### src/verilog/mon_pkg.sv
// Constants, register indices and state codes of the monitor sequencer.
// Assumes a 125 MHz clock and a Wishbone register bus with 32-bit words.
// Operation
// - Local sensor integer goes to its value register, fraction to bits 7:6.
// - Temperatures are 8-bit two's complement, -128 to +127, one degree.
// - Plain two's complement, fraction truncated, so +0.5 reads zero.
// - Remote channel one always temperature; shared pair only when mode bit 2.
// - Each remote result averages 16 conversions.
// - Voltage above high or below low limit raises an event.
// - Temperature hot state sets above hot limit, clears below hysteresis.
// - Writing start one with clear zero starts monitoring.
// - Each configured input converted in turn, result stored on completion.
// - Loop repeats until software writes start bit zero.
// - Value registers readable anytime, holding the latest result.
// - Loop time is m analog slots plus n remote slots.
// - Fan monitoring starts with the loop and runs unsynchronised.
package mon_pkg;
   // Timing
   localparam int CLK_PERIOD_NS = 8;
   localparam int T_ANALOG_NS = 6044000;
   localparam int T_REMOTE_NS = 33240000;
   localparam int SLOT_ANALOG_CYC = T_ANALOG_NS / CLK_PERIOD_NS;
   localparam int SLOT_REMOTE_CYC = T_REMOTE_NS / CLK_PERIOD_NS;
   localparam int TIMER_W = 24;
   localparam logic [3:0] AVG_LAST = 4'hf;
   // Channels
   localparam int NUM_CH = 10;
   localparam logic [3:0] LAST_CH = 4'h9;
   localparam logic [3:0] LOCAL_CH = 4'h7;
   localparam logic [3:0] REMOTE1_CH = 4'h8;
   localparam logic [3:0] SHARED_CH = 4'h9;
   // Register indices, byte address is four times the index
   localparam logic [7:0] IDX_VALUE_BASE = 8'h20;
   localparam logic [7:0] IDX_LOCAL_TEMP = 8'h27;
   localparam logic [7:0] IDX_CONFIG = 8'h40;
   localparam logic [7:0] IDX_STATUS_LO = 8'h41;
   localparam logic [7:0] IDX_STATUS_HI = 8'h42;
   localparam logic [7:0] IDX_CHAN_MODE = 8'h47;
   localparam logic [7:0] IDX_TEMP_CFG = 8'h4b;
   localparam logic [7:0] IDX_LIM_HIGH_BASE = 8'h50;
   localparam logic [7:0] IDX_LIM_LOW_BASE = 8'h60;
   // Field positions
   localparam int CFG_START_BIT = 0;
   localparam int CFG_INTEN_BIT = 1;
   localparam int CFG_INTCLR_BIT = 3;
   localparam int MODE_REMOTE2_BIT = 2;
   // Reset values
   localparam logic [5:0] TEMP_CFG_RST = 6'h00;
   localparam logic [7:0] MODE_RST = 8'h00;
   localparam logic [7:0] VOLT_HIGH_RST = 8'hff;
   localparam logic [7:0] VOLT_LOW_RST = 8'h00;
   localparam logic [7:0] TEMP_HOT_RST = 8'h7f;
   localparam logic [7:0] TEMP_HYST_RST = 8'h80;
   typedef enum logic [4:0] {
      S_IDLE = 5'h01,
      S_CONV = 5'h02,
      S_WAIT = 5'h04,
      S_STORE = 5'h08,
      S_HOLD = 5'h10
   } seq_state_t;
endpackage

### src/verilog/mon_if.sv
// Carrier between the sequencer core, its value memory and limit checker.
// Assumes all three sit on one clock.
`timescale 1ns/100ps
interface mon_if;
   logic wrEn;
   logic [3:0] wrAddr;
   logic [7:0] wrData;
   logic [3:0] rdAddr;
   logic [7:0] rdData;
   logic [7:0] result;
   logic [7:0] high;
   logic [7:0] low;
   logic isTemp;
   logic hotIn;
   logic over;
   logic under;
   logic hotOut;
   modport memSide(input wrEn, wrAddr, wrData, rdAddr, output rdData);
   modport chkSide(input result, high, low, isTemp, hotIn,
                   output over, under, hotOut);
endinterface // mon_if

### src/verilog/limit_check.sv
// Limit comparison of one fresh result against its channel's limits.
// Assumes the caller supplies the channel kind and its hot state.
`timescale 1ns/100ps
module limit_check (
   mon_if.chkSide port
);
   // Signed compare for temperatures, unsigned for voltage codes
   always_comb begin
      if (port.isTemp) begin
         port.over = $signed(port.result) > $signed(port.high);
         port.under = $signed(port.result) < $signed(port.low);
      end else begin
         port.over = port.result > port.high;
         port.under = port.result < port.low;
      end
      if (port.over) begin
         port.hotOut = 1'b1;
      end else if (port.under) begin
         port.hotOut = 1'b0;
      end else begin
         port.hotOut = port.hotIn;
      end
   end
endmodule // limit_check

### src/verilog/monitor_cycle_temp_sequencer.sv
// Measurement loop sequencer with Wishbone registers and limit events.
// Assumes a converter on clk: convStart pulse, later convValid with data.
`timescale 1ns/100ps
module monitor_cycle_temp_sequencer #(
   parameter int SLOT_ANALOG_CYCLES = mon_pkg::SLOT_ANALOG_CYC,
   parameter int SLOT_REMOTE_CYCLES = mon_pkg::SLOT_REMOTE_CYC
) (
   input wire logic clk,
   input wire logic reset_n,
   input wire logic wb_cyc_i,
   input wire logic wb_stb_i,
   input wire logic wb_we_i,
   input wire logic [31:0] wb_adr_i,
   input wire logic [3:0] wb_sel_i,
   input wire logic [31:0] wb_dat_i,
   output logic [31:0] wb_dat_o,
   output logic wb_ack_o,
   output logic convStart,
   output logic [3:0] convChan,
   output logic convRemote,
   input wire logic convValid,
   input wire logic [9:0] convData,
   output logic intN,
   output logic fanRun
);
   import mon_pkg::*;

   mon_if link();
   value_mem uMem (.clk(clk), .reset_n(reset_n), .port(link.memSide));
   limit_check uChk (.port(link.chkSide));

   logic busy, next_busy, next_ack;
   logic [31:0] next_dat;
   logic [7:0] idx, readByte;
   logic hit, wrStrobe, cfgWrite, clearReq;
   logic run, next_run, intEn, next_intEn;
   logic [7:0] chanMode, next_chanMode;
   logic [5:0] tempCfg, next_tempCfg;
   logic [1:0] frac, next_frac;
   logic [NUM_CH-1:0] status, next_status, hot, next_hot;
   logic [7:0] limHigh [NUM_CH];
   logic [7:0] limLow [NUM_CH];
   seq_state_t state, next_state;
   logic [3:0] chan, next_chan, count, next_count;
   logic [TIMER_W-1:0] timer, next_timer;
   logic signed [11:0] acc, next_acc;
   logic [7:0] result, next_result;
   logic [1:0] resFrac, next_resFrac;
   logic next_convStart, next_convRemote, next_intN;
   logic shared, curRemote, curTemp;

   function automatic logic isRemote(input logic [3:0] ch, input logic sh);
      return ch == REMOTE1_CH || (ch == SHARED_CH && sh);
   endfunction

   function automatic logic [TIMER_W-1:0] slotLen(input logic remote);
      return remote ? TIMER_W'(SLOT_REMOTE_CYCLES - 1)
                    : TIMER_W'(SLOT_ANALOG_CYCLES - 1);
   endfunction

   // Bus decode, one word per register
   assign idx = wb_adr_i[9:2];
   assign hit = wb_adr_i[31:10] == 22'h0 && wb_adr_i[1:0] == 2'h0;
   assign wrStrobe = busy && wb_we_i && wb_sel_i[0] && hit;
   assign cfgWrite = wrStrobe && idx == IDX_CONFIG;
   assign clearReq = cfgWrite && wb_dat_i[CFG_INTCLR_BIT];
   assign link.rdAddr = idx[3:0];
   assign shared = chanMode[MODE_REMOTE2_BIT];
   assign curRemote = isRemote(chan, shared);
   assign curTemp = curRemote || chan == LOCAL_CH;

   // Read mux for the answer cycle
   always_comb begin
      readByte = 8'h00;
      if (hit) begin
         if (idx >= IDX_VALUE_BASE && idx <= IDX_VALUE_BASE + 8'(LAST_CH)) begin
            readByte = link.rdData;
         end else if (idx >= IDX_LIM_HIGH_BASE
                      && idx <= IDX_LIM_HIGH_BASE + 8'(LAST_CH)) begin
            readByte = limHigh[idx[3:0]];
         end else if (idx >= IDX_LIM_LOW_BASE
                      && idx <= IDX_LIM_LOW_BASE + 8'(LAST_CH)) begin
            readByte = limLow[idx[3:0]];
         end else if (idx == IDX_CONFIG) begin
            readByte = {6'h00, intEn, run};
         end else if (idx == IDX_STATUS_LO) begin
            readByte = status[7:0];
         end else if (idx == IDX_STATUS_HI) begin
            readByte = {6'h00, status[NUM_CH-1:8]};
         end else if (idx == IDX_CHAN_MODE) begin
            readByte = chanMode;
         end else if (idx == IDX_TEMP_CFG) begin
            readByte = {frac, tempCfg};
         end
      end
   end

   // Bus handshake: take, then answer one cycle later
   always_comb begin
      next_busy = busy;
      next_ack = 1'b0;
      next_dat = wb_dat_o;
      if (wb_cyc_i && wb_stb_i && !busy && !wb_ack_o) begin
         next_busy = 1'b1;
      end else if (busy) begin
         next_busy = 1'b0;
         next_ack = 1'b1;
         next_dat = wb_we_i ? 32'h0 : {24'h0, readByte};
      end
   end

   always_ff @(posedge clk or negedge reset_n) begin
      if (!reset_n) begin
         busy <= 1'b0;
         wb_ack_o <= 1'b0;
         wb_dat_o <= 32'h0;
      end else begin
         busy <= next_busy;
         wb_ack_o <= next_ack;
         wb_dat_o <= next_dat;
      end
   end

   // Limit registers, one pair per channel
   for (genvar g = 0; g < NUM_CH; g++) begin : gLim
      localparam logic TEMP_KIND = 4'(g) == LOCAL_CH || 4'(g) == REMOTE1_CH;
      logic [7:0] next_high, next_low;
      always_comb begin
         next_high = limHigh[g];
         next_low = limLow[g];
         if (wrStrobe && idx == IDX_LIM_HIGH_BASE + 8'(g)) begin
            next_high = wb_dat_i[7:0];
         end
         if (wrStrobe && idx == IDX_LIM_LOW_BASE + 8'(g)) begin
            next_low = wb_dat_i[7:0];
         end
      end
      always_ff @(posedge clk or negedge reset_n) begin
         if (!reset_n) begin
            limHigh[g] <= TEMP_KIND ? TEMP_HOT_RST : VOLT_HIGH_RST;
            limLow[g] <= TEMP_KIND ? TEMP_HYST_RST : VOLT_LOW_RST;
         end else begin
            limHigh[g] <= next_high;
            limLow[g] <= next_low;
         end
      end
   end

   // Limit checker feed
   assign link.result = result;
   assign link.high = limHigh[chan];
   assign link.low = limLow[chan];
   assign link.isTemp = curTemp;
   assign link.hotIn = hot[chan];
   assign link.wrEn = state == S_STORE;
   assign link.wrAddr = chan;
   assign link.wrData = result;

   // Control and status registers
   always_comb begin
      next_run = run;
      next_intEn = intEn;
      next_chanMode = chanMode;
      next_tempCfg = tempCfg;
      next_frac = frac;
      next_hot = hot;
      next_status = clearReq ? '0 : status;
      if (cfgWrite) begin
         next_intEn = wb_dat_i[CFG_INTEN_BIT];
         if (!wb_dat_i[CFG_START_BIT]) begin
            next_run = 1'b0;
         end else if (!wb_dat_i[CFG_INTCLR_BIT]) begin
            next_run = 1'b1;
         end
      end
      if (wrStrobe && idx == IDX_CHAN_MODE) begin
         next_chanMode = wb_dat_i[7:0];
      end
      if (wrStrobe && idx == IDX_TEMP_CFG) begin
         next_tempCfg = wb_dat_i[5:0];
      end
      if (state == S_STORE) begin
         if (chan == LOCAL_CH) begin
            next_frac = resFrac;
         end
         if (curTemp) begin
            next_hot[chan] = link.hotOut;
            if (link.hotOut) begin
               next_status[chan] = 1'b1;
            end
         end else if (link.over || link.under) begin
            next_status[chan] = 1'b1;
         end
      end
      next_intN = !(next_intEn && |next_status);
   end

   always_ff @(posedge clk or negedge reset_n) begin
      if (!reset_n) begin
         run <= 1'b0;
         intEn <= 1'b0;
         chanMode <= MODE_RST;
         tempCfg <= TEMP_CFG_RST;
         frac <= 2'h0;
         hot <= '0;
         status <= '0;
         intN <= 1'b1;
         fanRun <= 1'b0;
      end else begin
         run <= next_run;
         intEn <= next_intEn;
         chanMode <= next_chanMode;
         tempCfg <= next_tempCfg;
         frac <= next_frac;
         hot <= next_hot;
         status <= next_status;
         intN <= next_intN;
         fanRun <= next_run;
      end
   end

   // Round-robin sequencer
   always_comb begin
      next_state = state;
      next_chan = chan;
      next_count = count;
      next_acc = acc;
      next_result = result;
      next_resFrac = resFrac;
      next_convStart = 1'b0;
      next_timer = timer == '0 ? timer : timer - 1'b1;
      unique case (state)
         S_IDLE: begin
            if (run) begin
               next_state = S_CONV;
               next_chan = 4'h0;
               next_count = 4'h0;
               next_acc = '0;
               next_timer = slotLen(isRemote(4'h0, shared));
            end
         end
         S_CONV: begin
            next_convStart = 1'b1;
            next_state = S_WAIT;
         end
         S_WAIT: begin
            if (convValid) begin
               next_result = convData[9:2];
               next_resFrac = convData[1:0];
               if (curRemote) begin
                  next_acc = acc + {{4{convData[9]}}, convData[9:2]};
                  next_result = next_acc[11:4];
                  next_count = count + 4'h1;
                  next_state = count == AVG_LAST ? S_STORE : S_CONV;
               end else begin
                  next_state = S_STORE;
               end
            end
         end
         S_STORE: begin
            next_state = S_HOLD;
         end
         S_HOLD: begin
            if (timer == '0) begin
               next_chan = chan == LAST_CH ? 4'h0 : chan + 4'h1;
               next_count = 4'h0;
               next_acc = '0;
               next_timer = slotLen(isRemote(next_chan, shared));
               next_state = S_CONV;
            end
         end
      endcase
      if (!run) begin
         next_state = S_IDLE;
      end
      next_convRemote = isRemote(next_chan, shared);
   end

   always_ff @(posedge clk or negedge reset_n) begin
      if (!reset_n) begin
         state <= S_IDLE;
         chan <= 4'h0;
         count <= 4'h0;
         acc <= '0;
         result <= 8'h00;
         resFrac <= 2'h0;
         timer <= '0;
         convStart <= 1'b0;
         convChan <= 4'h0;
         convRemote <= 1'b0;
      end else begin
         state <= next_state;
         chan <= next_chan;
         count <= next_count;
         acc <= next_acc;
         result <= next_result;
         resFrac <= next_resFrac;
         timer <= next_timer;
         convStart <= next_convStart;
         convChan <= next_chan;
         convRemote <= next_convRemote;
      end
   end
endmodule // monitor_cycle_temp_sequencer

### src/verilog/value_mem.sv
// Value store: one byte per channel, registered read port for the bus.
// Assumes writer and reader share clk; a read during a write sees old data.
`timescale 1ns/100ps
module value_mem (
   input wire logic clk,
   input wire logic reset_n,
   mon_if.memSide port
);
   import mon_pkg::*;
   logic [7:0] store [NUM_CH];
   logic [7:0] next_rdData;

   // Out-of-range reads return zero
   always_comb begin
      next_rdData = 8'h00;
      if (port.rdAddr <= LAST_CH) begin
         next_rdData = store[port.rdAddr];
      end
   end

   // Data array, no reset needed
   always_ff @(posedge clk) begin
      if (port.wrEn && port.wrAddr <= LAST_CH) begin
         store[port.wrAddr] <= port.wrData;
      end
   end

   // Read data register
   always_ff @(posedge clk or negedge reset_n) begin
      if (!reset_n) begin
         port.rdData <= 8'h00;
      end else begin
         port.rdData <= next_rdData;
      end
   end
endmodule // value_mem
### config.mk
export PLATFORM = sky130hd
export DESIGN_NAME = monitor_cycle_temp_sequencer
export DESIGN_NICKNAME = d
export VERILOG_FILES = /design/src/verilog/mon_pkg.sv /design/src/verilog/mon_if.sv /design/src/verilog/limit_check.sv /design/src/verilog/monitor_cycle_temp_sequencer.sv /design/src/verilog/value_mem.sv
export SDC_FILE = /design/constraint.sdc
export NUM_CORES = 1
export LEC_CHECK = 0
export ABC_AREA = 1
export BUFFER_PORTS_ARGS = -buffer_cell sky130_fd_sc_hd__buf_2
export CORE_MARGIN = 8
export CORE_UTILIZATION = 52
export CTS_CLUSTER_SIZE = 28
export DETAILED_ROUTE_END_ITERATION = 10
export PLACE_DENSITY = 0.69
export SLEW_MARGIN = 15
export SYNTH_ARGS = -nofsm -noshare
export SYNTH_HDL_FRONTEND = slang
export SYNTH_SLANG_ARGS = --single-unit
### constraint.sdc
create_clock -name clk -period 6.24 [get_ports clk]
set_input_delay 0.624 -clock clk [delete_from_list [all_inputs] [get_ports clk]]
set_output_delay 0.624 -clock clk [all_outputs]
set_load 0.1 [all_outputs]
-- Yosys cells after proc, flatten, opt, wreduce, memory -nomap -nowiden
Memories as Yosys holds them, arrays and structs flattened.
Index checks and enable logic that the tools add are counted.
W data, S select, Z words.
- memories kept: 1
- bits of input ports: 84
- logic and storage cells: 243
- output and inout bits: 41
- memory bits (writable): 80
- bits in registers: 302
- muxes and demuxes: 72
- add/sub/neg operators: 4
- reduce and logical (&&, ||, !) cells: 60
- magnitude comparators: 16
- equal/unequal tests: 45
- bitwise gates (word level): 4
- memory list (memory ; words ; width ; read ports ; clocked after memory_dff ; write ports ; RTL line ; source):
    uMem.store ; 10 ; 8 ; 1 ; 0 ; 1 ; value_mem.sv:10 ; logic [7:0] store [NUM_CH];
- operators with widths (operator ; number):
    $eq A8 B7 Y1 const B ; 25
    $mux W8 ; 20
    $bmux W8 S4 ; 4
    $mux W24 ; 3
    $mux W10 ; 5
    $mux W12 ; 4
    $pmux W24 S2 ; 1
    $logic_and A1 B1 Y1 ; 40
    $mux W4 ; 9
    $pmux W12 S3 ; 1
    $eq A4 B4 Y1 const B ; 7
    $pmux W5 S5 ; 1
    $logic_not A24 Y1 ; 1
    $sub A24 B1 Y24 const B ; 1
    $logic_not A22 Y1 ; 1
    $mux W22 ; 1
    $ge A8 B7 Y1 const B ; 2
    $gt A8 B8 Y1 ; 2
    $le A8 B7 Y1 const B ; 2
    $lt A8 B8 Y1 ; 2
    $mux W1 ; 15
    $mux W5 ; 3
    $add A12 B12 Y12 ; 1
    $pmux W4 S3 ; 1
    29 further kinds ; 49

-- Longest topological paths before layout
Gate-level depths: netlist of the first run.
- depth after elaboration: 14
- mapped depth: 24
- gate-level depth less buffers: 22

-- By module
From an unflattened synthesis of the first run, not the netlist that was laid out.
- cells, all modules: 2213
- area, all modules: 18709.2 um^2
- modules (own cells, without submodules) (module ; area each (um^2) ; instances ; cells each):
    monitor_cycle_temp_sequencer ; 14616.5 ; 1 ; 1814
    value_mem ; 3631.0 ; 1 ; 321
    limit_check ; 461.7 ; 1 ; 78

-- Least setup slack after synthesis of the first run
Ideal clock, no wire load.
- kind: register -> register
- from: register chan[0]
- to: register intN
- period minus slack after synthesis: 3832 ps
- setup time: 79 ps
- stages on the path, launching flop included: 24
- data required time: 6161 ps
- arrival time: 3753 ps
- slack: 2408 ps
- path through: dfrtp_1 > buf_6 > inv_6 > nor2_8 > buf_1 > clkbuf_1 > a22oi_1 > a21oi_1 > a211oi_1 > ha_1 > nand2_1 > inv_1 > nand3_1 > o221ai_1 > nor2_2 > nor2_2 > nor2_4 > nand2_2 > nand2_1 > and2_1 > nand3_1 > nor2_1 > nand3_1 > nand2_1
- cells in the longest elaborated chain, start to end: 14
- elaborated cells on any way between the ends: 37
- those cells by class: order compare: 6; eq/ne: 3; mux: 18; bitwise: 2; reduce/logical: 8
- ends and longest elaborated chain (item ; RTL line ; source):
    from (decl) ; monitor_cycle_temp_sequencer.sv:44 ; logic [3:0] chan, next_chan, count, next_count;
    from (signal assigned) ; monitor_cycle_temp_sequencer.sv:293 ; chan <= next_chan;
    $not A4 Y5 (implied by the code) ; monitor_cycle_temp_sequencer.sv:151, monitor_cycle_temp_sequencer.sv:152 ;
    $bmux W8 S4 ; monitor_cycle_temp_sequencer.sv:152 ; assign link.low = limLow[chan];
    $mux W8 (implied by the code) (2 in a row) ; monitor_cycle_temp_sequencer.sv:152 ;
    $lt A8 B8 Y1 (on tied branches) ; limit_check.sv:14, limit_check.sv:11 ;
    $mux W1 ; limit_check.sv:9 ; if (port.isTemp) begin
    $mux W1 ; limit_check.sv:18 ; end else if (port.under) begin
    $mux W1 ; limit_check.sv:16 ; if (port.over) begin
    $mux W10 ; monitor_cycle_temp_sequencer.sv:188 ; if (link.hotOut) begin
    $mux W10 (*) ; monitor_cycle_temp_sequencer.sv:186 ; if (curTemp) begin
    $mux W10 (*) ; monitor_cycle_temp_sequencer.sv:182 ; if (state == S_STORE) begin
    $reduce_or A10 Y1 (*) ; monitor_cycle_temp_sequencer.sv:195 ; next_intN = !(next_intEn && |next_status);
    $logic_and A1 B1 Y1 (*) ; monitor_cycle_temp_sequencer.sv:195 ;
    $logic_not A1 Y1 (*) ; monitor_cycle_temp_sequencer.sv:195 ;
    via next_intN ; monitor_cycle_temp_sequencer.sv:49 ; logic next_convStart, next_convRemote, next_intN;
    to (signal assigned) ; monitor_cycle_temp_sequencer.sv:217 ; intN <= next_intN;
    to (decl) ; monitor_cycle_temp_sequencer.sv:23 ; output logic intN,
The timed path passes the listed nets; every way through them passes the cells marked *. The select of a mux whose other input is x is not followed.
A chain may end at the register's enable or synchronous reset.

-- Worst setup path in the final report of the first run
Same ends and word-level chain as after synthesis.

==> results of run 1 <==
where the power goes:
group | internal (mW) | leakage [nW] | switching [mW]
registers | 2.61 | 4.17 | 0.194
logic | 0.304 | 3.28 | 0.746
clock network | 1.44 | 0.661 | 0.980
flip-flops by register name (all words and copies together), names as in the netlist, 5 cells and up:
name              cells
acc                  12
chanMode              8
hot                  10
limHigh              80
limLow               80
link.result           8
state                 5
status               10
tempCfg               6
timer                24
uMem.port.rdData      8
uMem.store           80
wb_dat_o              8
cells by family (layout without fill, tap and decap cells):
group           after synthesis  in the layout  share of synthesized area (%)
simple gates                669            669                          17.93
fa+ha+maj                    30             30                          2.128
flops                       358            358                          52.59
xor+xnor                     17             17                         0.8276
compound gates              583            583                          19.67
other cells                   1             24                        0.02084
buf+inv                     282            316                          6.829
area by class of cell:
cell class	count	area [µm²]
Clock inverter	19	219.0
Timing Repair Buffer	91	523.0
Fill cell	2977	14410
Sequential cell	358	9462
Multi-Input combinational cell	1323	7390
Tap cell	455	569.3
Clock buffer	53	1130
Inverter	153	586.8
placed cells by master (no fill, tap or decap), types with 13 or more instances in the layout:
master and instances:
sky130_fd_sc_hd__inv_2 23, sky130_fd_sc_hd__nand3_1 54, sky130_fd_sc_hd__a21oi_1 64, sky130_fd_sc_hd__buf_2 72, sky130_fd_sc_hd__inv_1 120, sky130_fd_sc_hd__nor2_2 13
sky130_fd_sc_hd__clkbuf_16 40, sky130_fd_sc_hd__o21ai_1 121, sky130_fd_sc_hd__dfstp_2 82, sky130_fd_sc_hd__a22oi_1 69, sky130_fd_sc_hd__a221oi_1 27, sky130_fd_sc_hd__edfxtp_1 80
sky130_fd_sc_hd__o22ai_1 62, sky130_fd_sc_hd__buf_4 17, sky130_fd_sc_hd__nor3_1 18, sky130_fd_sc_hd__nand2_1 388, sky130_fd_sc_hd__dfrtp_1 196, sky130_fd_sc_hd__a22o_1 14
sky130_fd_sc_hd__ha_1 29, sky130_fd_sc_hd__nor2_1 102, sky130_fd_sc_hd__nand4_1 19, sky130_fd_sc_hd__conb_1 24, sky130_fd_sc_hd__o21ai_0 157
worst max-delay path: cells and delay by family, from the launching register on:
kind | cells | cell delay, ps
simple gates | 11 | 1770
compound gates | 6 | 1060
flops | 1 | 540
buf+inv | 1 | 520
fa+ha+maj | 1 | 320
per-stage QoR:
step,power (mW),hold slack [ps],util [%],cell area [µm²]
after floorplan,3.519,328.4,-,18080
after global placement,3.847,368.4,54.04,18530
after global routing,6.509,73.30,57.98,19880
after CTS,6.293,45.08,57.98,19880
after detailed placement,3.878,367.5,54.04,18530
final,6.273,21.66,57.98,19880
per-layer routing:
metal	GRT usage [%]	vias to the layer above	part of all wire, %
met1	35.39	7261	42
met3	5.379	144	9.4
met2	40.37	755	45
met4	10.62	6	3.7
met5	0	-	0.059
li1	-	6842	-
worst paths after layout:
path                            slack (ps)  cells past startpoint               start                     end
max in group asynchronous             4600                      2             reset_n     status[5]$_DFF_PN0_
worst min-delay path                    20                      1             reset_n     timer[19]$_DFF_PN0_
min in group clk                       250                      3         convData[1]  resFrac[1]$_DFFE_PN0P_
worst max-delay path                  1960                     19   chan[0]$_DFF_PN0_          intN$_DFF_PN1_
worst max register to register        1960                     19   chan[0]$_DFF_PN0_          intN$_DFF_PN1_
worst min register to register         380                      0  hot[4]$_DFFE_PN0P_      hot[4]$_DFFE_PN0P_
==> metrics.txt, run 1 <==
# TYPE chip_impl_metric gauge
chip_impl_metric{name="powerDensity",unit="nW/µm²"} 315.6
chip_impl_metric{name="grt_use_total",unit="%"} 26.05
chip_impl_metric{name="vdd_drop_max",unit="µV"} 277.9
chip_impl_metric{name="layout.cells.non_filler",unit=""} 2452
chip_impl_metric{name="coreArea",unit="µm²"} 34290
chip_impl_metric{name="clock_tree.buffer_depth",unit=""} 3
chip_impl_metric{name="cts_resized",unit=""} 0
chip_impl_info{name="path_common_cell",value="sky130_fd_sc_hd__nand2_1"} 1
chip_impl_metric{name="fin_ws",unit="ps"} 1959
chip_impl_metric{name="numPlacedInstances",unit=""} 2380
chip_impl_metric{name="timing.max_cap.violations",unit=""} 0
chip_impl_metric{name="worst_path_largest_cell_delay",unit="ps"} 760
chip_impl_metric{name="finalSetupViolCount",unit=""} 0
chip_impl_info{name="postSynth.topFlopCell",value="sky130_fd_sc_hd__dfrtp_1"} 1
chip_impl_metric{name="numCtsBuffers",unit=""} 39
chip_impl_metric{name="synthesis.area",unit="µm²"} 17990
chip_impl_info{name="synth.top_cells.by_count",value="sky130_fd_sc_hd__nand2_1 (388), sky130_fd_sc_hd__dfrtp_1 (196), sky130_fd_sc_hd__o21ai_0 (157), sky130_fd_sc_hd__o21ai_1 (121), sky130_fd_sc_hd__inv_1 (120)"} 1
chip_impl_metric{name="vias",unit=""} 15010
chip_impl_metric{name="drt-total-wl",unit="µm"} 53990
chip_impl_metric{name="warnings_synthesis",unit=""} 0
chip_impl_metric{name="worstSkewPairLatency",unit="ps"} 570
chip_impl_info{name="cp_slowest_cell",value="sky130_fd_sc_hd__nor2_4"} 1
chip_impl_metric{name="syn_to_final_growth",unit="%"} 10.49
chip_impl_metric{name="floorplan.initialDensity",unit="%"} 52.47
chip_impl_metric{name="drive_gt1_share",unit="%"} 16.32
chip_impl_metric{name="dp_slack",unit="ps"} 2074
chip_impl_info{name="cts_tree",value="done"} 1
chip_impl_metric{name="wl_per_cell",unit="µm"} 22.02
chip_impl_metric{name="die_y",unit="µm"} 202.0
chip_impl_info{name="synth.most_common_cell",value="sky130_fd_sc_hd__nand2_1"} 1
chip_impl_metric{name="h-tree-depth",unit=""} 2
chip_impl_metric{name="max_slew_vio_count",unit=""} 0
chip_impl_metric{name="yosys.cell_types.count",unit=""} 72
chip_impl_metric{name="skew",unit="ps"} 36.29
chip_impl_metric{name="antenna_violations_before_repair",unit=""} 3
chip_impl_metric{name="die_width",unit="µm"} 202.0
chip_impl_metric{name="slew_headroom",unit="%"} 16.19
chip_impl_metric{name="buffers_inserted_during_post_cts_setup_optimization",unit=""} 0
chip_impl_metric{name="io_pins",unit=""} 125
chip_impl_info{name="startpoint_type",value="flop"} 1
chip_impl_metric{name="drc",unit=""} 0
chip_impl_metric{name="antennaDiodeCount",unit=""} 0
chip_impl_metric{name="port_buffers",unit=""} 73
chip_impl_metric{name="synth_cells",unit=""} 1940
chip_impl_metric{name="finalHoldViolCount",unit=""} 0
chip_impl_metric{name="worst_slew_pin_slew",unit="ps"} 1257
chip_impl_metric{name="ant_nets",unit=""} 0
chip_impl_info{name="timing.hold.worst.class",value="in -> async"} 1
chip_impl_metric{name="route.detailed.vias_per_inst",unit=""} 6.121
chip_impl_metric{name="clkTransAtPathRegs",unit="ps"} 60
chip_impl_metric{name="pin_count_of_the_biggest_net_entering_global_routing",unit=""} 203
chip_impl_metric{name="grt_overflow_total",unit=""} 0
chip_impl_metric{name="data_required_time_of_the_worst_path",unit="ps"} 6740
chip_impl_metric{name="yosysTopAreaCellShare",unit="%"} 27.26
chip_impl_metric{name="fp.dieArea",unit="µm²"} 40810
chip_impl_metric{name="dp.final_hpwl",unit="µm"} 34880
chip_impl_metric{name="violation_count_after_the_first_detailed_route_iteration",unit=""} 1783
chip_impl_metric{name="flip_flop_and_latch_count_after_synthesis",unit=""} 358
chip_impl_metric{name="vias_in_the_first_global_route",unit=""} 14460
chip_impl_info{name="grt_setup_unrepaired",value="false"} 1
chip_impl_metric{name="rows",unit=""} 68
chip_impl_metric{name="fmax",unit="GHz"} 0.2336
chip_impl_metric{name="synth_enable_flop_cells",unit=""} 80
chip_impl_info{name="synth_top_cell_by_area",value="sky130_fd_sc_hd__dfrtp_1"} 1
chip_impl_metric{name="gpl.final_weighted_congestion",unit=""} 0.9350
chip_impl_metric{name="cellLeakagePower",unit="nW"} 8.111
chip_impl_metric{name="wire_length_of_the_first_global_routing_pass",unit="µm"} 83670
chip_impl_metric{name="finalCritPeriodShare",unit="%"} 68.60
chip_impl_metric{name="synth-async-reset-ratio",unit="%"} 77.65
chip_impl_metric{name="finish.net_count",unit=""} 2080
chip_impl_metric{name="tritoncts_num_sinks",unit=""} 358
chip_impl_info{name="setup.worst_path.class",value="reg -> reg"} 1
chip_impl_metric{name="drt_pass_1_iters",unit=""} 5
chip_impl_metric{name="total_of_hold_buffers_inserted_after_clock_tree_synthesis",unit=""} 0
chip_impl_metric{name="tns",unit="ps"} 0
chip_impl_info{name="run_status",value="complete, no violations"} 1
chip_impl_metric{name="timing.critical_path.arrival",unit="ps"} 4780
chip_impl_info{name="worstSetupEndpointType",value="flop"} 1
chip_impl_metric{name="worstPathMaxFanout",unit=""} 26
chip_impl_metric{name="synthesized_area_per_cell",unit="µm²"} 9.274
chip_impl_info{name="ordered_cell_list_for_the_critical_path",value="nor2_4 > inv_1 > o22ai_1 > a221oi_1 > o21ai_0 > a221oi_1 > ha_1 > nand2_1 > o21a_1 > o221ai_1 > nor2_2 > nor2_2 > nand2_1 > nand2_1 > nand2_1 > nand3_1 > nor2_1 > nand3_1 > nand2_1"} 1
chip_impl_metric{name="sequential_cell_area_fraction_in_the_yosys_report",unit="%"} 52.59
chip_impl_info{name="synth_top_cells_by_area",value="sky130_fd_sc_hd__dfrtp_1 (27%), sky130_fd_sc_hd__edfxtp_1 (13%), sky130_fd_sc_hd__dfstp_2 (12%)"} 1
chip_impl_info{name="clock-root-buffer",value="sky130_fd_sc_hd__clkbuf_16"} 1
chip_impl_metric{name="finalCriticalPeriod",unit="ps"} 4281
Note: power is estimated with default switching activity, not from simulation.
==> inputs of run 2 (changes only) <==
Settings changed: PLACE_DENSITY 0.69 to 0.72.
Clock period 6.24 ns to 3.7 ns, I/O delays scaled along.
==> run 2 against run 1 <==
Compared with the run above: wire length grew 1.6%; sequential share of layout area shrank 0.85 points; global-route usage is essentially flat; final area grew 1.9%; die area is the same; register-to-register slack lost 1800 ps; critical path depth grew 1; clock power grew 61%; non-clock buffer count grew 41; worst setup slack lost 1800 ps; combinational power grew 81%.
==> metrics.txt, run 2 (synthesis results as in run 1) <==
# TYPE chip_impl_metric gauge
chip_impl_info{name="largestRegisters",value="limHigh: 80 flops, limLow: 80 flops, uMem.store: 80 flops"} 1
chip_impl_metric{name="pin_count_of_the_biggest_net_entering_global_routing",unit=""} 105
chip_impl_metric{name="vdd_drop_max",unit="µV"} 378.8
chip_impl_info{name="worst_setup_path_startpoint",value="chan[0]$_DFF_PN0_"} 1
chip_impl_info{name="startpoint_type",value="flop"} 1
chip_impl_info{name="clock-root-buffer",value="sky130_fd_sc_hd__clkbuf_16"} 1
chip_impl_info{name="timing.hold.worst.class",value="in -> reg"} 1
chip_impl_metric{name="h-tree-depth",unit=""} 2
chip_impl_metric{name="dp.final_hpwl",unit="µm"} 36560
chip_impl_metric{name="drive_gt1_share",unit="%"} 18.43
chip_impl_metric{name="filler_cell_count",unit=""} 2900
chip_impl_metric{name="wl_per_cell",unit="µm"} 21.97
chip_impl_metric{name="area.sequential",unit="µm²"} 9464
chip_impl_info{name="most_common_library_cell_in_the_layout_ignoring_fill_and_taps",value="sky130_fd_sc_hd__nand2_1"} 1
chip_impl_metric{name="layout.cells.non_filler",unit=""} 2496
chip_impl_metric{name="syn_to_final_growth",unit="%"} 12.54
chip_impl_info{name="setup.worst_path.class",value="reg -> reg"} 1
chip_impl_metric{name="clkTransAtPathRegs",unit="ps"} 60
chip_impl_info{name="cp_slowest_cell",value="sky130_fd_sc_hd__dfrtp_2"} 1
chip_impl_metric{name="io_pins",unit=""} 125
chip_impl_info{name="cts_tree",value="done"} 1
chip_impl_info{name="worst_hold_startpoint",value="convData[0]"} 1
chip_impl_metric{name="numCtsBuffers",unit=""} 39
chip_impl_metric{name="finalHoldViolCount",unit=""} 0
chip_impl_metric{name="powerDensity",unit="nW/µm²"} 520.3
chip_impl_metric{name="ant_nets",unit=""} 0
chip_impl_metric{name="rr_worst_depth",unit=""} 20
chip_impl_metric{name="die_width",unit="µm"} 202.0
chip_impl_metric{name="finish.net_count",unit=""} 2123
chip_impl_metric{name="drc",unit=""} 0
chip_impl_info{name="whs_endpoint",value="resFrac[0]$_DFFE_PN0P_"} 1
chip_impl_metric{name="coreArea",unit="µm²"} 34290
chip_impl_metric{name="gpl.final_weighted_congestion",unit=""} 0.9867
chip_impl_metric{name="worstSkewPairLatency",unit="ps"} 530
chip_impl_metric{name="clock_tree.buffer_depth",unit=""} 3
chip_impl_metric{name="antenna_violations_before_repair",unit=""} 2
chip_impl_metric{name="worstPathMaxFanout",unit=""} 13
chip_impl_metric{name="vias",unit=""} 15250
chip_impl_metric{name="fmax",unit="GHz"} 0.2852
chip_impl_metric{name="reg2reg_slack",unit="ps"} 190
chip_impl_metric{name="grt_use_total",unit="%"} 26.01
chip_impl_metric{name="finalSetupViolCount",unit=""} 0
chip_impl_metric{name="drt-total-wl",unit="µm"} 54850
chip_impl_metric{name="vias_in_the_first_global_route",unit=""} 14630
chip_impl_metric{name="floorplan.initialDensity",unit="%"} 52.47
chip_impl_metric{name="violation_count_after_the_first_detailed_route_iteration",unit=""} 1560
chip_impl_info{name="ordered_cell_list_for_the_critical_path",value="buf_6 > inv_6 > nor2_4 > a22o_1 > a221oi_1 > o22ai_1 > a211oi_1 > ha_1 > a21oi_1 > nor2_1 > a211oi_1 > nand2_1 > nand2_1 > nand3_1 > nand2_1 > nand2_1 > nand3_1 > nor2_1 > nand3_1 > nand2_1"} 1
chip_impl_metric{name="worst_slew_pin_slew",unit="ps"} 988.5
chip_impl_metric{name="tns",unit="ps"} 0
chip_impl_metric{name="skew",unit="ps"} 22.55
chip_impl_metric{name="data_required_time_of_the_worst_path",unit="ps"} 4160
chip_impl_metric{name="drt_pass_1_iters",unit=""} 8
chip_impl_info{name="crit-reg2reg-launch",value="chan[0]$_DFF_PN0_"} 1
chip_impl_metric{name="route.detailed.vias_per_inst",unit=""} 6.108
chip_impl_metric{name="finalCoreUtilization",unit="%"} 59.05
chip_impl_info{name="path_common_cell",value="sky130_fd_sc_hd__nand2_1"} 1
chip_impl_info{name="run_status",value="complete, no violations"} 1
chip_impl_metric{name="tritoncts_num_sinks",unit=""} 358
chip_impl_metric{name="multi_input_area",unit="µm²"} 7456
chip_impl_info{name="final_cell_mix",value="sky130_fd_sc_hd__nand2_1 (388), sky130_fd_sc_hd__dfrtp_1 (194), sky130_fd_sc_hd__o21ai_0 (156)"} 1
chip_impl_info{name="rr_endpoint",value="intN$_DFF_PN1_"} 1
chip_impl_metric{name="die_y",unit="µm"} 202.0
chip_impl_metric{name="fp.dieArea",unit="µm²"} 40810
chip_impl_metric{name="port_buffers",unit=""} 73
chip_impl_metric{name="max_slew_vio_count",unit=""} 0
chip_impl_metric{name="numPlacedInstances",unit=""} 2419
chip_impl_info{name="worstSetupEndpointType",value="flop"} 1
chip_impl_metric{name="timing.critical_path.arrival",unit="ps"} 3970
chip_impl_metric{name="wire_length_of_the_first_global_routing_pass",unit="µm"} 84460
chip_impl_metric{name="rows",unit=""} 68
chip_impl_metric{name="worst_path_largest_cell_delay",unit="ps"} 430
chip_impl_metric{name="timing.max_cap.violations",unit=""} 0
chip_impl_metric{name="grt_overflow_total",unit=""} 0
chip_impl_metric{name="worst_hold_path.num_cells",unit=""} 3
chip_impl_metric{name="finalCriticalPeriod",unit="ps"} 3506
chip_impl_metric{name="finalCritPeriodShare",unit="%"} 94.77
chip_impl_metric{name="slew_headroom",unit="%"} 34.03
chip_impl_metric{name="cellLeakagePower",unit="nW"} 8.304
run 2: cell types whose count changed in the layout (fill, tap and decap cells not counted), sizes merged:
| cell | previous run | this run |
|---|---|---|
| buf | 91 | 131 |
| clkbuf | 53 | 56 |
| clkinv | 18 | 15 |
| bufinv | 4 | 2 |
| clkinvlp | 2 | 4 |
| nor2 | 123 | 125 |
| diode | 0 | 1 |
| dlygate4sd3 | 0 | 1 |
run 2: critical path: cells and delay by family (launching register included):
family          cells  cell delay (ps)
buf+inv             2              300
simple gates       11             1020
fa+ha+maj           1              310
flops               1              430
compound gates      6             1360
run 2: area by class of cell:
class / instances / area share [%]
multi-input combinational: 1325 / 36.82
antenna: 1 / 0.01236
timing repair buffer: 132 / 4.357
sequential: 358 / 46.74
tap: 455 / 2.812
clock buffer: 56 / 5.506
inverter: 153 / 2.917
clock inverter: 16 / 0.8281
run 2: how the worst max path moves through the flow:
| stage | to | depth (start not counted) |
|---|---|---|
| 2_1_floorplan | intN$_DFF_PN1_ | 23 |
| 3_3_place_gp | intN$_DFF_PN1_ | 20 |
| 3_5_place_dp | intN$_DFF_PN1_ | 20 |
| 4_1_cts | intN$_DFF_PN1_ | 20 |
| 5_1_grt | intN$_DFF_PN1_ | 21 |
| 6_report | intN$_DFF_PN1_ | 20 |
run 2: stage by stage:
| stage | setup slack [ps] | cell area [µm²] | hold slack, ps | power, mW |
|---|---|---|---|---|
| 3_3_place_gp | 136.2 | 18860 | 366.7 | 6.560 |
| 4_1_cts | 27.30 | 20160 | 27.99 | 10.50 |
| 3_5_place_dp | 70.88 | 18860 | 368.1 | 6.623 |
| 2_1_floorplan | 146.5 | 18080 | 74.41 | 5.935 |
| 5_1_grt | -0.8620 | 20240 | 55.27 | 10.94 |
| 6_report | 193.5 | 20250 | 41.24 | 10.54 |
run 2: routing by layer:
layer | routed length, µm | global-route usage (%)
met5 | 14 | 0
met4 | 2349 | 11.51
met3 | 5626 | 5.379
met2 | 24270 | 39.83
met1 | 22590 | 35.40
run 2: power by group:
part / total (mW) / internal (mW) / switching [mW] / leakage, nW
registers: 4.74 / 4.40 / 0.346 / 4.17
logic: 1.90 / 0.577 / 1.32 / 3.51
clock network: 3.89 / 2.26 / 1.63 / 0.622
run 2: repair_timing:
action	in CTS	in global routing
setup endpoints to repair	0	14
endpoints found under the hold margin	97	0
resized for setup	0	13
setup buffers	0	1
hold buffers	1	0
==> inputs of run 3 (changes only) <==
Settings changed: CTS_BUF_LIST from default to sky130_fd_sc_hd__clkbuf_4 sky130_fd_sc_hd__clkbuf_8, PLACE_DENSITY 0.72 to 0.73.
==> run 3 against run 2 <==
Compared with the run above: core utilization up 0.22 points; first-iteration DRC count rose by 8.2%; clock power is essentially flat; highest routed layer unchanged; wire length down 1.7%; fmax rose by 1.9%; total power rose by 0.11%.
==> metrics.txt, run 3 (synthesis results as in run 1) <==
# TYPE chip_impl_metric gauge
chip_impl_metric{name="path_buf_inv",unit=""} 2
chip_impl_metric{name="drt-total-wl",unit="µm"} 53890
chip_impl_metric{name="worst_hold_path.num_cells",unit=""} 3
chip_impl_metric{name="drt_pass_1_iters",unit=""} 6
chip_impl_metric{name="powerDensity",unit="nW/µm²"} 519.0
chip_impl_metric{name="stdcell_area",unit="µm²"} 20320
chip_impl_metric{name="timing.max_cap.violations",unit=""} 0
chip_impl_info{name="crit-reg2reg-launch",value="chan[1]$_DFF_PN0_"} 1
chip_impl_metric{name="finalCriticalPeriod",unit="ps"} 3441
chip_impl_info{name="cp_top_family",value="compound AO/OA/AOI/OAI gates"} 1
chip_impl_info{name="path_common_cell",value="sky130_fd_sc_hd__nand2_1"} 1
chip_impl_metric{name="fmax",unit="GHz"} 0.2906
chip_impl_metric{name="global_route_track_usage_on_met3",unit="%"} 6.740
chip_impl_metric{name="antenna_violations_before_repair",unit=""} 1
chip_impl_info{name="startpoint_type",value="flop"} 1
chip_impl_metric{name="reg2reg_slack",unit="ps"} 260
chip_impl_info{name="largestRegisters",value="limHigh: 80 flops, limLow: 80 flops, uMem.store: 80 flops"} 1
chip_impl_info{name="most_common_library_cell_in_the_layout_ignoring_fill_and_taps",value="sky130_fd_sc_hd__nand2_1"} 1
chip_impl_metric{name="pin_count_of_the_biggest_net_entering_global_routing",unit=""} 104
chip_impl_metric{name="drc",unit=""} 0
chip_impl_metric{name="cellLeakagePower",unit="nW"} 8.404
chip_impl_metric{name="numCtsBuffers",unit=""} 59
chip_impl_metric{name="floorplan.initialDensity",unit="%"} 52.47
chip_impl_metric{name="port_buffers",unit=""} 73
chip_impl_metric{name="slew_headroom",unit="%"} 33.46
chip_impl_metric{name="worstSkewPairLatency",unit="ps"} 660
chip_impl_metric{name="timing.critical_path.arrival",unit="ps"} 4000
chip_impl_metric{name="worst_slew_pin_slew",unit="ps"} 996.9
chip_impl_info{name="rr_endpoint",value="intN$_DFF_PN1_"} 1
chip_impl_metric{name="gpl.final_weighted_congestion",unit=""} 0.9744
chip_impl_info{name="whs_endpoint",value="link.result[5]$_DFFE_PN0P_"} 1
chip_impl_info{name="grt_setup_unrepaired",value="false"} 1
chip_impl_metric{name="max_slew_vio_count",unit=""} 0
chip_impl_metric{name="tns",unit="ps"} 0
chip_impl_metric{name="rr_worst_depth",unit=""} 20
chip_impl_metric{name="met1_usage",unit="%"} 34.22
chip_impl_metric{name="grt_use_total",unit="%"} 25.89
chip_impl_info{name="run_status",value="complete, no violations"} 1
chip_impl_metric{name="skew",unit="ps"} 35.08
chip_impl_info{name="cp_slowest_cell",value="sky130_fd_sc_hd__dfrtp_2"} 1
chip_impl_info{name="timing.hold.worst.class",value="in -> reg"} 1
chip_impl_metric{name="violation_count_after_the_first_detailed_route_iteration",unit=""} 1688
chip_impl_metric{name="vias",unit=""} 15190
chip_impl_metric{name="numPlacedInstances",unit=""} 2414
chip_impl_metric{name="placement.cell_area",unit="µm²"} 18840
chip_impl_info{name="final_cell_mix",value="sky130_fd_sc_hd__nand2_1 (388), sky130_fd_sc_hd__dfrtp_1 (194), sky130_fd_sc_hd__o21ai_0 (157)"} 1
chip_impl_metric{name="finalHoldViolCount",unit=""} 0
chip_impl_metric{name="finalCritPeriodShare",unit="%"} 92.99
chip_impl_info{name="cts_tree",value="done"} 1
chip_impl_metric{name="clock_tree.buffer_depth",unit=""} 3
chip_impl_metric{name="clkTransAtPathRegs",unit="ps"} 60
chip_impl_metric{name="coreArea",unit="µm²"} 34290
chip_impl_info{name="worstSetupEndpointType",value="flop"} 1
chip_impl_metric{name="io_pins",unit=""} 125
chip_impl_metric{name="layout.cells.non_filler",unit=""} 2536
chip_impl_metric{name="wl_per_cell",unit="µm"} 21.25
chip_impl_metric{name="finish.net_count",unit=""} 2146
chip_impl_metric{name="data_required_time_of_the_worst_path",unit="ps"} 4260
chip_impl_metric{name="h-tree-depth",unit=""} 2
chip_impl_info{name="clock-root-buffer",value="sky130_fd_sc_hd__clkbuf_8"} 1
chip_impl_info{name="setup.worst_path.class",value="reg -> reg"} 1
chip_impl_metric{name="die_y",unit="µm"} 202.0
chip_impl_metric{name="worst_path_largest_cell_delay",unit="ps"} 490
chip_impl_metric{name="rows",unit=""} 68
chip_impl_metric{name="worstPathMaxFanout",unit=""} 7
chip_impl_metric{name="tritoncts_num_sinks",unit=""} 358
chip_impl_metric{name="vias_in_the_first_global_route",unit=""} 14850
chip_impl_metric{name="ant_nets",unit=""} 0
chip_impl_metric{name="fp.dieArea",unit="µm²"} 40810
chip_impl_metric{name="finalSetupViolCount",unit=""} 0
chip_impl_info{name="ordered_cell_list_for_the_critical_path",value="buf_4 > nor2_4 > buf_4 > a22o_1 > a221oi_1 > o21ai_0 > a221oi_1 > ha_1 > nand2_1 > nor2_1 > a211oi_2 > nand2_1 > nand2_1 > nand3_1 > nand2_1 > nand2_1 > nand2_1 > nor2_1 > nand3_1 > nand2_1"} 1
chip_impl_info{name="worst_hold_startpoint",value="convData[7]"} 1
chip_impl_info{name="most_congested_layer_reported_by_global_routing",value="met2"} 1
chip_impl_metric{name="filler_cell_count",unit=""} 2884
chip_impl_metric{name="grt_overflow_total",unit=""} 0
chip_impl_metric{name="antennaDiodeCount",unit=""} 0
chip_impl_metric{name="drive_gt1_share",unit="%"} 19.99
chip_impl_metric{name="die_width",unit="µm"} 202.0
chip_impl_metric{name="groute.layer.met2.usage",unit="%"} 39.73
chip_impl_metric{name="vdd_drop_max",unit="µV"} 542.1
chip_impl_metric{name="wire_length_of_the_first_global_routing_pass",unit="µm"} 83840
chip_impl_metric{name="syn_to_final_growth",unit="%"} 12.96
chip_impl_metric{name="route.detailed.vias_per_inst",unit=""} 5.991
chip_impl_metric{name="dp.final_hpwl",unit="µm"} 35850
[run 3: cell types whose count changed in the layout (fill, tap and decap cells not counted), moves of 3 or more]
| cell | before | now |
|---|---|---|
| sky130_fd_sc_hd__a221oi_2 | 3 | 0 |
| sky130_fd_sc_hd__a211oi_2 | 4 | 1 |
| sky130_fd_sc_hd__dlygate4sd3_1 | 1 | 5 |
| sky130_fd_sc_hd__clkinv_2 | 5 | 8 |
| sky130_fd_sc_hd__clkbuf_16 | 40 | 0 |
| sky130_fd_sc_hd__clkbuf_4 | 1 | 17 |
| sky130_fd_sc_hd__a221oi_1 | 24 | 27 |
| sky130_fd_sc_hd__a211oi_1 | 5 | 8 |
| sky130_fd_sc_hd__clkbuf_8 | 5 | 76 |
| sky130_fd_sc_hd__clkbuf_1 | 10 | 0 |
[run 3: worst reg2reg max path, cell delays in order (launching register included)]
cell	delay, ps
sky130_fd_sc_hd__dfrtp_2	490
sky130_fd_sc_hd__buf_4	210
sky130_fd_sc_hd__nor2_4	70
sky130_fd_sc_hd__buf_4	150
sky130_fd_sc_hd__a22o_1	170
sky130_fd_sc_hd__a221oi_1	220
sky130_fd_sc_hd__o21ai_0	120
sky130_fd_sc_hd__a221oi_1	340
sky130_fd_sc_hd__ha_1	350
sky130_fd_sc_hd__nand2_1	80
sky130_fd_sc_hd__nor2_1	50
sky130_fd_sc_hd__a211oi_2	260
sky130_fd_sc_hd__nand2_1	160
sky130_fd_sc_hd__nand2_1	90
sky130_fd_sc_hd__nand3_1	110
sky130_fd_sc_hd__nand2_1	130
sky130_fd_sc_hd__nand2_1	80
sky130_fd_sc_hd__nand2_1	120
sky130_fd_sc_hd__nor2_1	60
sky130_fd_sc_hd__nand3_1	60
sky130_fd_sc_hd__nand2_1	50
[run 3: layout make-up]
| type | count | area, µm² | share of cell area, % |
|---|---|---|---|
| repair buffers | 135 | 915.9 | 4.507 |
| inverters | 153 | 586.8 | 2.888 |
| well taps | 455 | 569.3 | 2.801 |
| clock buffers | 93 | 1174 | 5.775 |
| clock inverters | 17 | 195.2 | 0.9605 |
| multi-input cells | 1325 | 7417 | 36.50 |
| flip-flops and latches | 358 | 9464 | 46.57 |
[run 3: worst max-delay path by stage]
stage                       from             end  slack [ps]  depth (start not counted)
6_report       chan[1]$_DFF_PN0_  intN$_DFF_PN1_         260                         20
5_1_grt        chan[1]$_DFF_PN0_  intN$_DFF_PN1_          20                         20
4_1_cts        chan[0]$_DFF_PN0_  intN$_DFF_PN1_         230                         19
3_5_place_dp   chan[0]$_DFF_PN0_  intN$_DFF_PN1_         250                         19
3_3_place_gp   chan[0]$_DFF_PN0_  intN$_DFF_PN1_         300                         20
2_1_floorplan  chan[0]$_DFF_PN0_  intN$_DFF_PN1_         150                         23
[run 3: through the flow]
stage / setup slack, ps / total power [mW] / hold WS (ps) / utilization, %
finish: 259.2 / 10.55 / 42.66 / 59.27
global route: 17.77 / 11.01 / 47.61 / 59.27
CTS: 233.0 / 10.52 / 7.635 / 59.08
detailed placement: 252.7 / 6.628 / 361.5 / 54.94
global placement: 299.0 / 6.557 / 358.5 / 54.94
floorplan: 146.5 / 5.935 / 74.41 / -
[run 3: metal layers]
layer,part of all wire (%),vias to the layer above,wire (µm)
met5,0.032,-,17
met4,4.4,2,2353
met3,11,156,5976
met2,44,826,23880
met1,40,7205,21670
li1,-,7003,-
[run 3: where the power goes]
part           internal, mW  total [mW]  switching, mW
logic                 0.591        1.94           1.34
clock network          2.24        3.90           1.66
registers              4.40        4.71          0.314
total                  7.23        10.5           3.31
[run 3: timing repair]
action | in CTS | in global routing
setup endpoints to repair | 0 | 1
buffers inserted | 0 | 5
gates resized for setup | 0 | 1
endpoints found under the hold margin | 66 | 0
hold buffers | 5 | 0
